[src/ptei_pkg.sv]
// Shared constants for the peripheral task/event interface block
package ptei_pkg;
    // Peripheral region and slot geometry
    localparam logic [31:0] PTEI_REGION_BASE = 32'h4000_0000;
    localparam int PTEI_SLOT_BYTES = 32'h0000_1000;
    localparam int PTEI_SLOT_WORDS = 1024;
    localparam int PTEI_SLOT_LSB = 12;
    localparam int PTEI_WORD_W = 10;
    localparam int PTEI_PID_W = 6;
    localparam int PTEI_MAX_PID = 63;
    localparam int PTEI_MAX_SHORT = 32;
    localparam int PTEI_MAX_EVT = 32;
    localparam int PTEI_MAX_TASK = 64;
    // Word indices inside the slot (byte offset / 4)
    localparam logic [9:0] PTEI_TASK_W = 10'h000;
    localparam logic [9:0] PTEI_EVT_W = 10'h040;
    localparam logic [9:0] PTEI_SHORT_W = 10'h080;
    localparam logic [9:0] PTEI_IRQ_ENABLE_MASK_W = 10'h0c0;
    localparam logic [9:0] PTEI_INTSET_W = 10'h0c1;
    localparam logic [9:0] PTEI_INTCLR_W = 10'h0c2;
    localparam logic [9:0] PTEI_ENABLE_W = 10'h140;
    // Field positions and reset values
    localparam int PTEI_TRIG_BIT = 0;
    localparam int PTEI_EVT_BIT = 0;
    localparam int PTEI_ENABLE_BIT = 0;
    localparam logic [31:0] PTEI_RESET_VAL = 32'h0000_0000;
    // Longest time for a clear to reach the interrupt line
    localparam int PTEI_CLR_MAX_CYC = 4;
endpackage

[src/ptei_setclr.sv]
// Register with main, set alias and clear alias write ports
`timescale 1ns/1ps
module ptei_setclr #(
    parameter int W = 4
) (
    // Clock and reset
    input wire logic mclk,
    input wire logic rst_n,
    // Write strobes for main, set and clear addresses
    input wire logic wr_main,
    input wire logic wr_set,
    input wire logic wr_clr,
    input wire logic [W-1:0] wdata,
    // Current contents
    output logic [W-1:0] value
);
    import ptei_pkg::*;

    logic [W-1:0] val_q;
    logic [W-1:0] val_d;

    // Width must fit one bus word
    if (W < 1 || W > 32) begin : g_bad_w
        $error("ptei_setclr width out of range");
    end

    // Main write loads the word; on set and clear writes ones set or clear a bit, zeros leave it alone
    always_comb begin
        val_d = val_q;
        if (wr_main) begin
            val_d = wdata;
        end else if (wr_set) begin
            val_d = val_q | wdata;
        end else if (wr_clr) begin
            val_d = val_q & ~wdata;
        end
    end

    // Storage
    always_ff @(posedge mclk) begin
        if (!rst_n) begin
            val_q <= PTEI_RESET_VAL[W-1:0];
        end else begin
            val_q <= val_d;
        end
    end

    assign value = val_q;
endmodule

[src/ptei_top.sv]
// Task, event, shortcut and interrupt register bank of one peripheral
// Function
// - Decode one 4 KiB slot of 1024 words
// - Identifier is slot index from region base
// - Tasks, events inert until peripheral enabled
// - Main, set, clear at consecutive words
// - Set ones set bits, clear ones clear
// - Alias reads return main register contents
// - Task fires on software one or pulse
// - Event pulse sets its own event register
// - Event register cleared only by writing zero
// - Event pulses continue while register set
// - Enabled shortcut links fixed event to task
// - One shortcut register, bit per shortcut
// - One interrupt line numbered by identifier
// - Each event owns a mask bit position
// - Alias reads give mask without main register
// - Clear reaches interrupt within four cycles
`timescale 1ns/1ps
module ptei_top #(
    parameter int N_TASK = 4,
    parameter int N_EVT = 4,
    parameter int N_SHORT = 4,
    parameter logic [31:0] SLOT_BASE = 32'h4000_1000,
    parameter bit HAS_MAIN = 1'b1
) (
    // Clock and reset
    input wire logic mclk,
    input wire logic rst_n,
    // Register access
    input wire logic [31:0] reg_addr,
    input wire logic reg_wr,
    input wire logic reg_rd,
    input wire logic [31:0] reg_wdata,
    output logic [31:0] reg_rdata,
    output logic reg_rvalid,
    // Peripheral core side
    input wire logic [N_EVT-1:0] core_evt,
    output logic [N_TASK-1:0] core_task,
    // Event-task crossbar side
    input wire logic [N_TASK-1:0] xbar_task_in,
    output logic [N_EVT-1:0] xbar_evt_out,
    // Interrupt controller side
    output logic irq,
    output logic [ptei_pkg::PTEI_PID_W-1:0] irq_num,
    // Status
    output logic periph_enabled
);
    import ptei_pkg::*;

    localparam logic [31:0] PID_FULL =
        (SLOT_BASE - PTEI_REGION_BASE) >> PTEI_SLOT_LSB;
    localparam logic [PTEI_PID_W-1:0] PID = PID_FULL[PTEI_PID_W-1:0];

    // Refuse counts and slot bases the logic cannot serve
    if (N_TASK < 1 || N_TASK > PTEI_MAX_TASK ||
        N_EVT < 1 || N_EVT > PTEI_MAX_EVT ||
        N_SHORT < 0 || N_SHORT > PTEI_MAX_SHORT) begin : g_bad_cnt
        $error("ptei_top channel counts out of range");
    end
    if (SLOT_BASE < PTEI_REGION_BASE ||
        SLOT_BASE[PTEI_SLOT_LSB-1:0] != '0 ||
        PID_FULL > PTEI_MAX_PID) begin : g_bad_slot
        $error("ptei_top slot base not a valid slot");
    end

    logic hit;
    logic [PTEI_WORD_W-1:0] word;
    logic wr_ok;
    logic enable_q;
    logic [N_EVT-1:0] ev_gated;
    logic [N_EVT-1:0] evt_q;
    logic [N_EVT-1:0] evt_clr;
    logic [N_TASK-1:0] sw_task;
    logic [N_TASK-1:0] sc_fire;
    logic [N_TASK-1:0] task_q;
    logic [N_EVT-1:0] xbar_evt_q;
    logic [PTEI_MAX_SHORT-1:0] short_q;
    logic [N_EVT-1:0] irq_enable_mask;
    logic irq_q;
    logic [PTEI_PID_W-1:0] pid_q;
    logic [31:0] rd_word;
    logic [31:0] rdata_q;
    logic rvalid_q;

    // Slot decode: upper bits pick the slot, low bits the word
    assign hit = reg_addr[31:PTEI_SLOT_LSB] ==
                 SLOT_BASE[31:PTEI_SLOT_LSB];
    assign word = reg_addr[PTEI_SLOT_LSB-1:2];
    assign wr_ok = reg_wr && hit;

    // Peripheral enable register
    always_ff @(posedge mclk) begin
        if (!rst_n) begin
            enable_q <= 1'b0;
        end else if (wr_ok && word == PTEI_ENABLE_W) begin
            enable_q <= reg_wdata[PTEI_ENABLE_BIT];
        end
    end

    // Core events count only while enabled
    assign ev_gated = core_evt & {N_EVT{enable_q}};

    // Per event register: set by pulse, cleared by written zero
    genvar ge;
    generate
        for (ge = 0; ge < N_EVT; ge++) begin : g_evt
            assign evt_clr[ge] = wr_ok &&
                word == PTEI_EVT_W + PTEI_WORD_W'(ge) &&
                !reg_wdata[PTEI_EVT_BIT];
            always_ff @(posedge mclk) begin
                if (!rst_n) begin
                    evt_q[ge] <= 1'b0;
                end else if (ev_gated[ge]) begin
                    evt_q[ge] <= 1'b1; // set wins over clear
                end else if (evt_clr[ge]) begin
                    evt_q[ge] <= 1'b0;
                end
            end
        end
    endgenerate

    // Per task software trigger on a written one
    genvar gt;
    generate
        for (gt = 0; gt < N_TASK; gt++) begin : g_task
            assign sw_task[gt] = wr_ok &&
                word == PTEI_TASK_W + PTEI_WORD_W'(gt) &&
                reg_wdata[PTEI_TRIG_BIT];
        end
    endgenerate

    // Shortcut register, one enable bit per shortcut
    always_ff @(posedge mclk) begin
        if (!rst_n) begin
            short_q <= PTEI_RESET_VAL;
        end else if (wr_ok && word == PTEI_SHORT_W) begin
            short_q <= reg_wdata;
        end
    end

    // Fixed wiring: shortcut k joins event k%N_EVT to task k%N_TASK
    always_comb begin
        sc_fire = '0;
        for (int k = 0; k < N_SHORT; k++) begin
            if (short_q[k] && ev_gated[k % N_EVT]) begin
                sc_fire[k % N_TASK] = 1'b1;
            end
        end
    end

    // Task pulses to the core from all three sources
    always_ff @(posedge mclk) begin
        if (!rst_n) begin
            task_q <= '0;
        end else begin
            task_q <= (sw_task | xbar_task_in | sc_fire) &
                      {N_TASK{enable_q}};
        end
    end

    // Event pulses to the crossbar regardless of register state
    always_ff @(posedge mclk) begin
        if (!rst_n) begin
            xbar_evt_q <= '0;
        end else begin
            xbar_evt_q <= ev_gated;
        end
    end

    // Interrupt enable mask with set and clear aliases
    ptei_setclr #(
        .W(N_EVT)
    ) u_irq_enable_mask (
        .mclk(mclk),
        .rst_n(rst_n),
        .wr_main(wr_ok && HAS_MAIN && word == PTEI_IRQ_ENABLE_MASK_W),
        .wr_set(wr_ok && word == PTEI_INTSET_W),
        .wr_clr(wr_ok && word == PTEI_INTCLR_W),
        .wdata(reg_wdata[N_EVT-1:0]),
        .value(irq_enable_mask)
    );

    // One level interrupt, one cycle from event or mask change
    always_ff @(posedge mclk) begin
        if (!rst_n) begin
            irq_q <= 1'b0;
        end else begin
            irq_q <= |(evt_q & irq_enable_mask);
        end
    end

    // Interrupt number equals the slot index
    always_ff @(posedge mclk) begin
        if (!rst_n) begin
            pid_q <= '0;
        end else begin
            pid_q <= PID;
        end
    end

    // Read multiplexer; task words and holes read as zero
    always_comb begin
        rd_word = '0;
        if (word == PTEI_ENABLE_W) begin
            rd_word[PTEI_ENABLE_BIT] = enable_q;
        end else if (word == PTEI_SHORT_W) begin
            rd_word = short_q;
        end else if (word == PTEI_INTSET_W || word == PTEI_INTCLR_W) begin
            rd_word[N_EVT-1:0] = irq_enable_mask;
        end else if (word == PTEI_IRQ_ENABLE_MASK_W && HAS_MAIN) begin
            rd_word[N_EVT-1:0] = irq_enable_mask;
        end else begin
            for (int e = 0; e < N_EVT; e++) begin
                if (word == PTEI_EVT_W + PTEI_WORD_W'(e)) begin
                    rd_word[PTEI_EVT_BIT] = evt_q[e];
                end
            end
        end
    end

    // Read answer one cycle after the request
    always_ff @(posedge mclk) begin
        if (!rst_n) begin
            rdata_q <= '0;
            rvalid_q <= 1'b0;
        end else begin
            rvalid_q <= reg_rd && hit;
            rdata_q <= (reg_rd && hit) ? rd_word : '0;
        end
    end

    assign reg_rdata = rdata_q;
    assign reg_rvalid = rvalid_q;
    assign core_task = task_q;
    assign xbar_evt_out = xbar_evt_q;
    assign irq = irq_q;
    assign irq_num = pid_q;
    assign periph_enabled = enable_q;

    // Checks
    property p_task_sw;
        @(posedge mclk) disable iff (!rst_n)
        (sw_task[0] && enable_q) |=> core_task[0];
    endproperty
    a_task_sw: assert property (p_task_sw)
        else $error("software task write did not fire");

    property p_task_off;
        @(posedge mclk) disable iff (!rst_n)
        !enable_q |=> core_task == '0;
    endproperty
    a_task_off: assert property (p_task_off)
        else $error("task fired while disabled");

    property p_evt_set;
        @(posedge mclk) disable iff (!rst_n)
        ev_gated[0] |=> evt_q[0] && xbar_evt_out[0];
    endproperty
    a_evt_set: assert property (p_evt_set)
        else $error("event pulse did not set register");

    property p_evt_hold;
        @(posedge mclk) disable iff (!rst_n)
        (evt_q[0] && !evt_clr[0]) |=> evt_q[0];
    endproperty
    a_evt_hold: assert property (p_evt_hold)
        else $error("event register lost without zero write");

    property p_evt_repeat;
        @(posedge mclk) disable iff (!rst_n)
        (evt_q[0] && core_evt[0] && enable_q) |=> xbar_evt_out[0];
    endproperty
    a_evt_repeat: assert property (p_evt_repeat)
        else $error("event pulse suppressed by set register");

    property p_short;
        @(posedge mclk) disable iff (!rst_n)
        (short_q[0] && ev_gated[0]) |=> core_task[0];
    endproperty
    a_short: assert property (p_short)
        else $error("shortcut did not trigger its task");

    property p_set_alias;
        @(posedge mclk) disable iff (!rst_n)
        (wr_ok && word == PTEI_INTSET_W) |=>
        (irq_enable_mask & $past(reg_wdata[N_EVT-1:0])) ==
        $past(reg_wdata[N_EVT-1:0]);
    endproperty
    a_set_alias: assert property (p_set_alias)
        else $error("set alias did not set mask bits");

    property p_alias_read;
        @(posedge mclk) disable iff (!rst_n)
        (reg_rd && hit && word == PTEI_INTCLR_W) |=>
        reg_rvalid && reg_rdata[N_EVT-1:0] == $past(irq_enable_mask);
    endproperty
    a_alias_read: assert property (p_alias_read)
        else $error("alias read differs from mask");

    property p_task_read;
        @(posedge mclk) disable iff (!rst_n)
        (reg_rd && hit && word == PTEI_TASK_W) |=> reg_rdata == '0;
    endproperty
    a_task_read: assert property (p_task_read)
        else $error("task register read not zero");

    property p_irq_level;
        @(posedge mclk) disable iff (!rst_n)
        ##1 irq == $past(|(evt_q & irq_enable_mask));
    endproperty
    a_irq_level: assert property (p_irq_level)
        else $error("interrupt level wrong");

    property p_irq_clear;
        @(posedge mclk) disable iff (!rst_n)
        (wr_ok && word == PTEI_INTCLR_W && reg_wdata == 32'hffff_ffff)
        |-> ##[1:4] !irq;
    endproperty
    a_irq_clear: assert property (p_irq_clear)
        else $error("interrupt not gone four cycles after clear");

    property p_miss;
        @(posedge mclk) disable iff (!rst_n)
        (reg_rd && !hit) |=> !reg_rvalid;
    endproperty
    a_miss: assert property (p_miss)
        else $error("answered an access outside the slot");

    c_irq: cover property (@(posedge mclk) disable iff (!rst_n)
        evt_q[0] && irq_enable_mask[0] ##1 irq);
    c_short: cover property (@(posedge mclk) disable iff (!rst_n)
        short_q[0] && ev_gated[0]);
    c_set_clr: cover property (@(posedge mclk) disable iff (!rst_n)
        ev_gated[0] && evt_clr[0]);
endmodule

[config.mk]
export PLATFORM = sky130hd
export DESIGN_NAME = ptei_top
export DESIGN_NICKNAME = d
export VERILOG_FILES = /design/src/ptei_pkg.sv /design/src/ptei_setclr.sv /design/src/ptei_top.sv
export SDC_FILE = /design/constraint.sdc
export NUM_CORES = 1
export LEC_CHECK = 0
export CAP_MARGIN = 20
export CORE_AREA = 5 5 98 100
export CTS_CLUSTER_DIAMETER = 30
export DETAILED_ROUTE_END_ITERATION = 12
export DIE_AREA = 0 0 103 105
export DONT_BUFFER_PORTS = 1
export GPL_TIMING_DRIVEN = 0
export PLACE_DENSITY = 0.59
export SYNTH_ARGS = -nofsm -noshare
export SYNTH_HDL_FRONTEND = slang
export SYNTH_HIERARCHICAL = 1
export SYNTH_SLANG_ARGS = --single-unit
[constraint.sdc]
create_clock -name mclk -period 4.6 [get_ports mclk]
set_input_delay 0.46 -clock mclk [delete_from_list [all_inputs] [get_ports mclk]]
set_output_delay 0.46 -clock mclk [all_outputs]
set_load 0.005 [all_outputs]
==> impl_metrics.toml <==
[yosys]
synth_edf_count = 0
yosysWarnings = 6
synth_cells = 336
netlist_area_mm2 = 0.00331
ys_types = 42
synth_area_per_cell_um2 = 9.86
ys_top_cells_by_area = "dfxtp_1 (51%), mux2i_1 (10%), nand2_1 (8.5%), and2_1 (5.7%), a21oi_1 (2.0%)"
async_flop_share = 0
yosysSeqAreaShare = 0.508
yosys.area.top_type_share = 0.508
synth_ff_type = "dfxtp_1"
yosysTopAreaCell = "dfxtp_1"
synth_seq_cells = 84

[setup_path]
crit_arrival_ns = 2.33
r2r_slack_ns = 3.51
ff2ff_path_depth = 4
crit_type = "in2reg"
cp-start-kind = "input pin"
crit_required_ns = 4.88
path_max_fanout = 10
cp-end-kind = "flip-flop"

[place]
dp_hpwl_mm = 6.10
placed_area_mm2 = 0.00346
place_congestion = 0.830
io_buffer_count = 0

[clocking]
clk_pin_slew_ns = 0.08
htree_levels = 3
cts_setup_buffers = 0
cts_buffers = 9
cts_tree = "built"
clk_latency_ns = 0.33
postCtsHoldBufs = 0
clockRootBuffer = "clkbuf_8"
cts.sinks = 84
cts_resized = 0
clock_path_buffers = 2

[timing]
fmax_mhz = 487
worst_pin_slew_ns = 0.818
fin_crit_ns = 2.05
setup_viol = 0
fin_hold_ws_ns = 0.146
maxSlewViolCount = 0
setup_tns_ns = 0
min_period_over_period = 0.446
finalHoldViolations = 0
rsz0062_at_grt = "false"
slew_headroom = 0.447
finClkSkew_ns = 0.00946

[global_route]
grt_util_all_layers = 0.147
grt_pass1_wl_mm = 12.5
grt_pass1_vias = 2424
overflow = 0
antenna_found_initial = 0
grt_max_degree = 16

[flow_run]
maxCapViolations = 0

[layout]
area_delta_synth_final_pct = 10.0
n_antenna_cell = 0
n_fill_cell = 846
final_cell_area_mm2 = 0.00365
regArea_mm2 = 0.00168
final_common_cell = "dfxtp_1"
most-common-layout-cells = "dfxtp_1 (84), nand2_1 (75), mux2i_1 (34)"
drive_above_1_share = 0.101
nNetsFinal = 427
multiInputGateArea_mm2 = 0.00151

[status]
run_status = "finished, final reports clean"

[routing]
vias_per_cell = 5.11
routed_wl_mm = 7.87
drtIter0Drc = 49
drc = 0
drtAntennaViolNets = 0
vias = 2369
wire_per_inst_um = 17.0
drtPass1Iterations = 4

[floorplan]
die-area_mm2 = 0.0108
die_h_um = 105
die_w_um = 103
start_util = 0.386
rows = 34
ios = 125
core_mm2 = 0.00859

[min_path]
hold_depth = 0
hold_path.class = "in2reg"

[power_and_ir_drop]
power.switching_mw = 0.289
power.density_mw_per_mm2 = 341
p_leak_nw = 1.33
clkPwrFrac = 0.384
comb_power_share = 0.031
ir_drop_v = 0.000153
fin_total_pwr_mw = 1.24
pwr-share-seq = 0.584
switching_share = 0.232
power.internal_mw = 0.956
-- critical path: stages --
cell and delay, ns:
buf_2 0.17, nor4_4 0.37, nand4b_1 0.31, nor4_4 0.66, buf_6 0.22, and2_1 0.13
-- cells in the mapped netlist (2+ instances only) --
master / n
dfxtp_1: 84
nand2_1: 75
mux2i_1: 34
and2_1: 30
a21oi_1: 13
clkbuf_1: 8
nand4_1: 7
o21ai_0: 7
and3_1: 6
nand3b_1: 6
a22oi_1: 5
buf_4: 5
buf_6: 5
nor2_1: 5
a21boi_1: 4
inv_1: 3
nor2b_1: 3
nor3_1: 3
nor4_4: 3
nor4b_1: 3
a31oi_1: 2
and4b_1: 2
nor4_1: 2
nor4_2: 2
or4_1: 2
-- flip-flops by register name, indices dropped and copies added (netlist names), named ones only --
name and cells:
reg_rdata 32, irq_num 1, periph_enabled 1, xbar_evt_out 4, core_task 4, short_q 32
reg_rvalid 1, evt_q 4, irq 1
-- routing by layer --
| metal | up-vias | share of wire | routed length, µm | GRT usage |
|---|---|---|---|---|
| li1 | 1177 | - | - | - |
| met1 | 1095 | 0.42 | 3310 | 0.171 |
| met2 | 93 | 0.48 | 3740 | 0.246 |
| met3 | 4 | 0.099 | 782 | 0.0560 |
| met4 | 0 | 0.0048 | 38 | 0.0472 |
| met5 | - | 0 | 0 | 0 |
-- layout make-up --
| class | instances | share of cell area |
|---|---|---|
| plain buffers | 19 | 0.0353 |
| clock buffers | 10 | 0.0377 |
| clock inverters | 6 | 0.0124 |
| inverters | 3 | 0.00309 |
| multi-input cells | 234 | 0.413 |
| flip-flops and latches | 84 | 0.461 |
| well taps | 108 | 0.0371 |
-- worst paths after layout --
| kind | from | endpoint |
|---|---|---|
| setup reg to reg | evt_q[3]$_SDFFE_PN0P_ | reg_rdata[0]$_SDFF_PP0_ |
| setup / recovery | reg_addr[3] | reg_rdata[29]$_SDFF_PP0_ |
| hold / removal | rst_n | irq_num[0]$_DFF_P_ |
| hold reg to reg | short_q[10]$_SDFFE_PN0P_ | reg_rdata[10]$_SDFF_PP0_ |
-- stage by stage --
stage | utilization | setup slack [ns] | cells
after floorplan | - | 2.59 | 340
after global placement | 0.403 | 2.20 | 448
after detailed placement | 0.403 | 2.20 | 448
after CTS | 0.424 | 2.56 | 464
after global routing | 0.424 | 2.43 | 464
final | 0.424 | 2.55 | 464
-- kinds of logic (layout without fill, tap and decap cells) --
logic type             count (synthesis)  count (layout)  share of synthesized area
AO/OA/AOI/OAI                         35              35                     0.0638
buffers and inverters                 22              38                     0.0423
flip-flops                            84              84                      0.508
multiplexers                          34              34                      0.103
other                                  1               5                    0.00113
AND/OR/NAND/NOR                      160             160                      0.282
-- power groups by stage --
stage / combinational (mW) / sequential, mW / clock (mW)
after detailed placement: 0.0395 / 0.744 / 0
after global routing: 0.0442 / 0.727 / 0.537
after CTS: 0.0396 / 0.727 / 0.501
after global placement: 0.0392 / 0.744 / 0
after floorplan: 0.0315 / 0.744 / 0
final: 0.0391 / 0.727 / 0.478
Power figures use the tool's default switching activity.
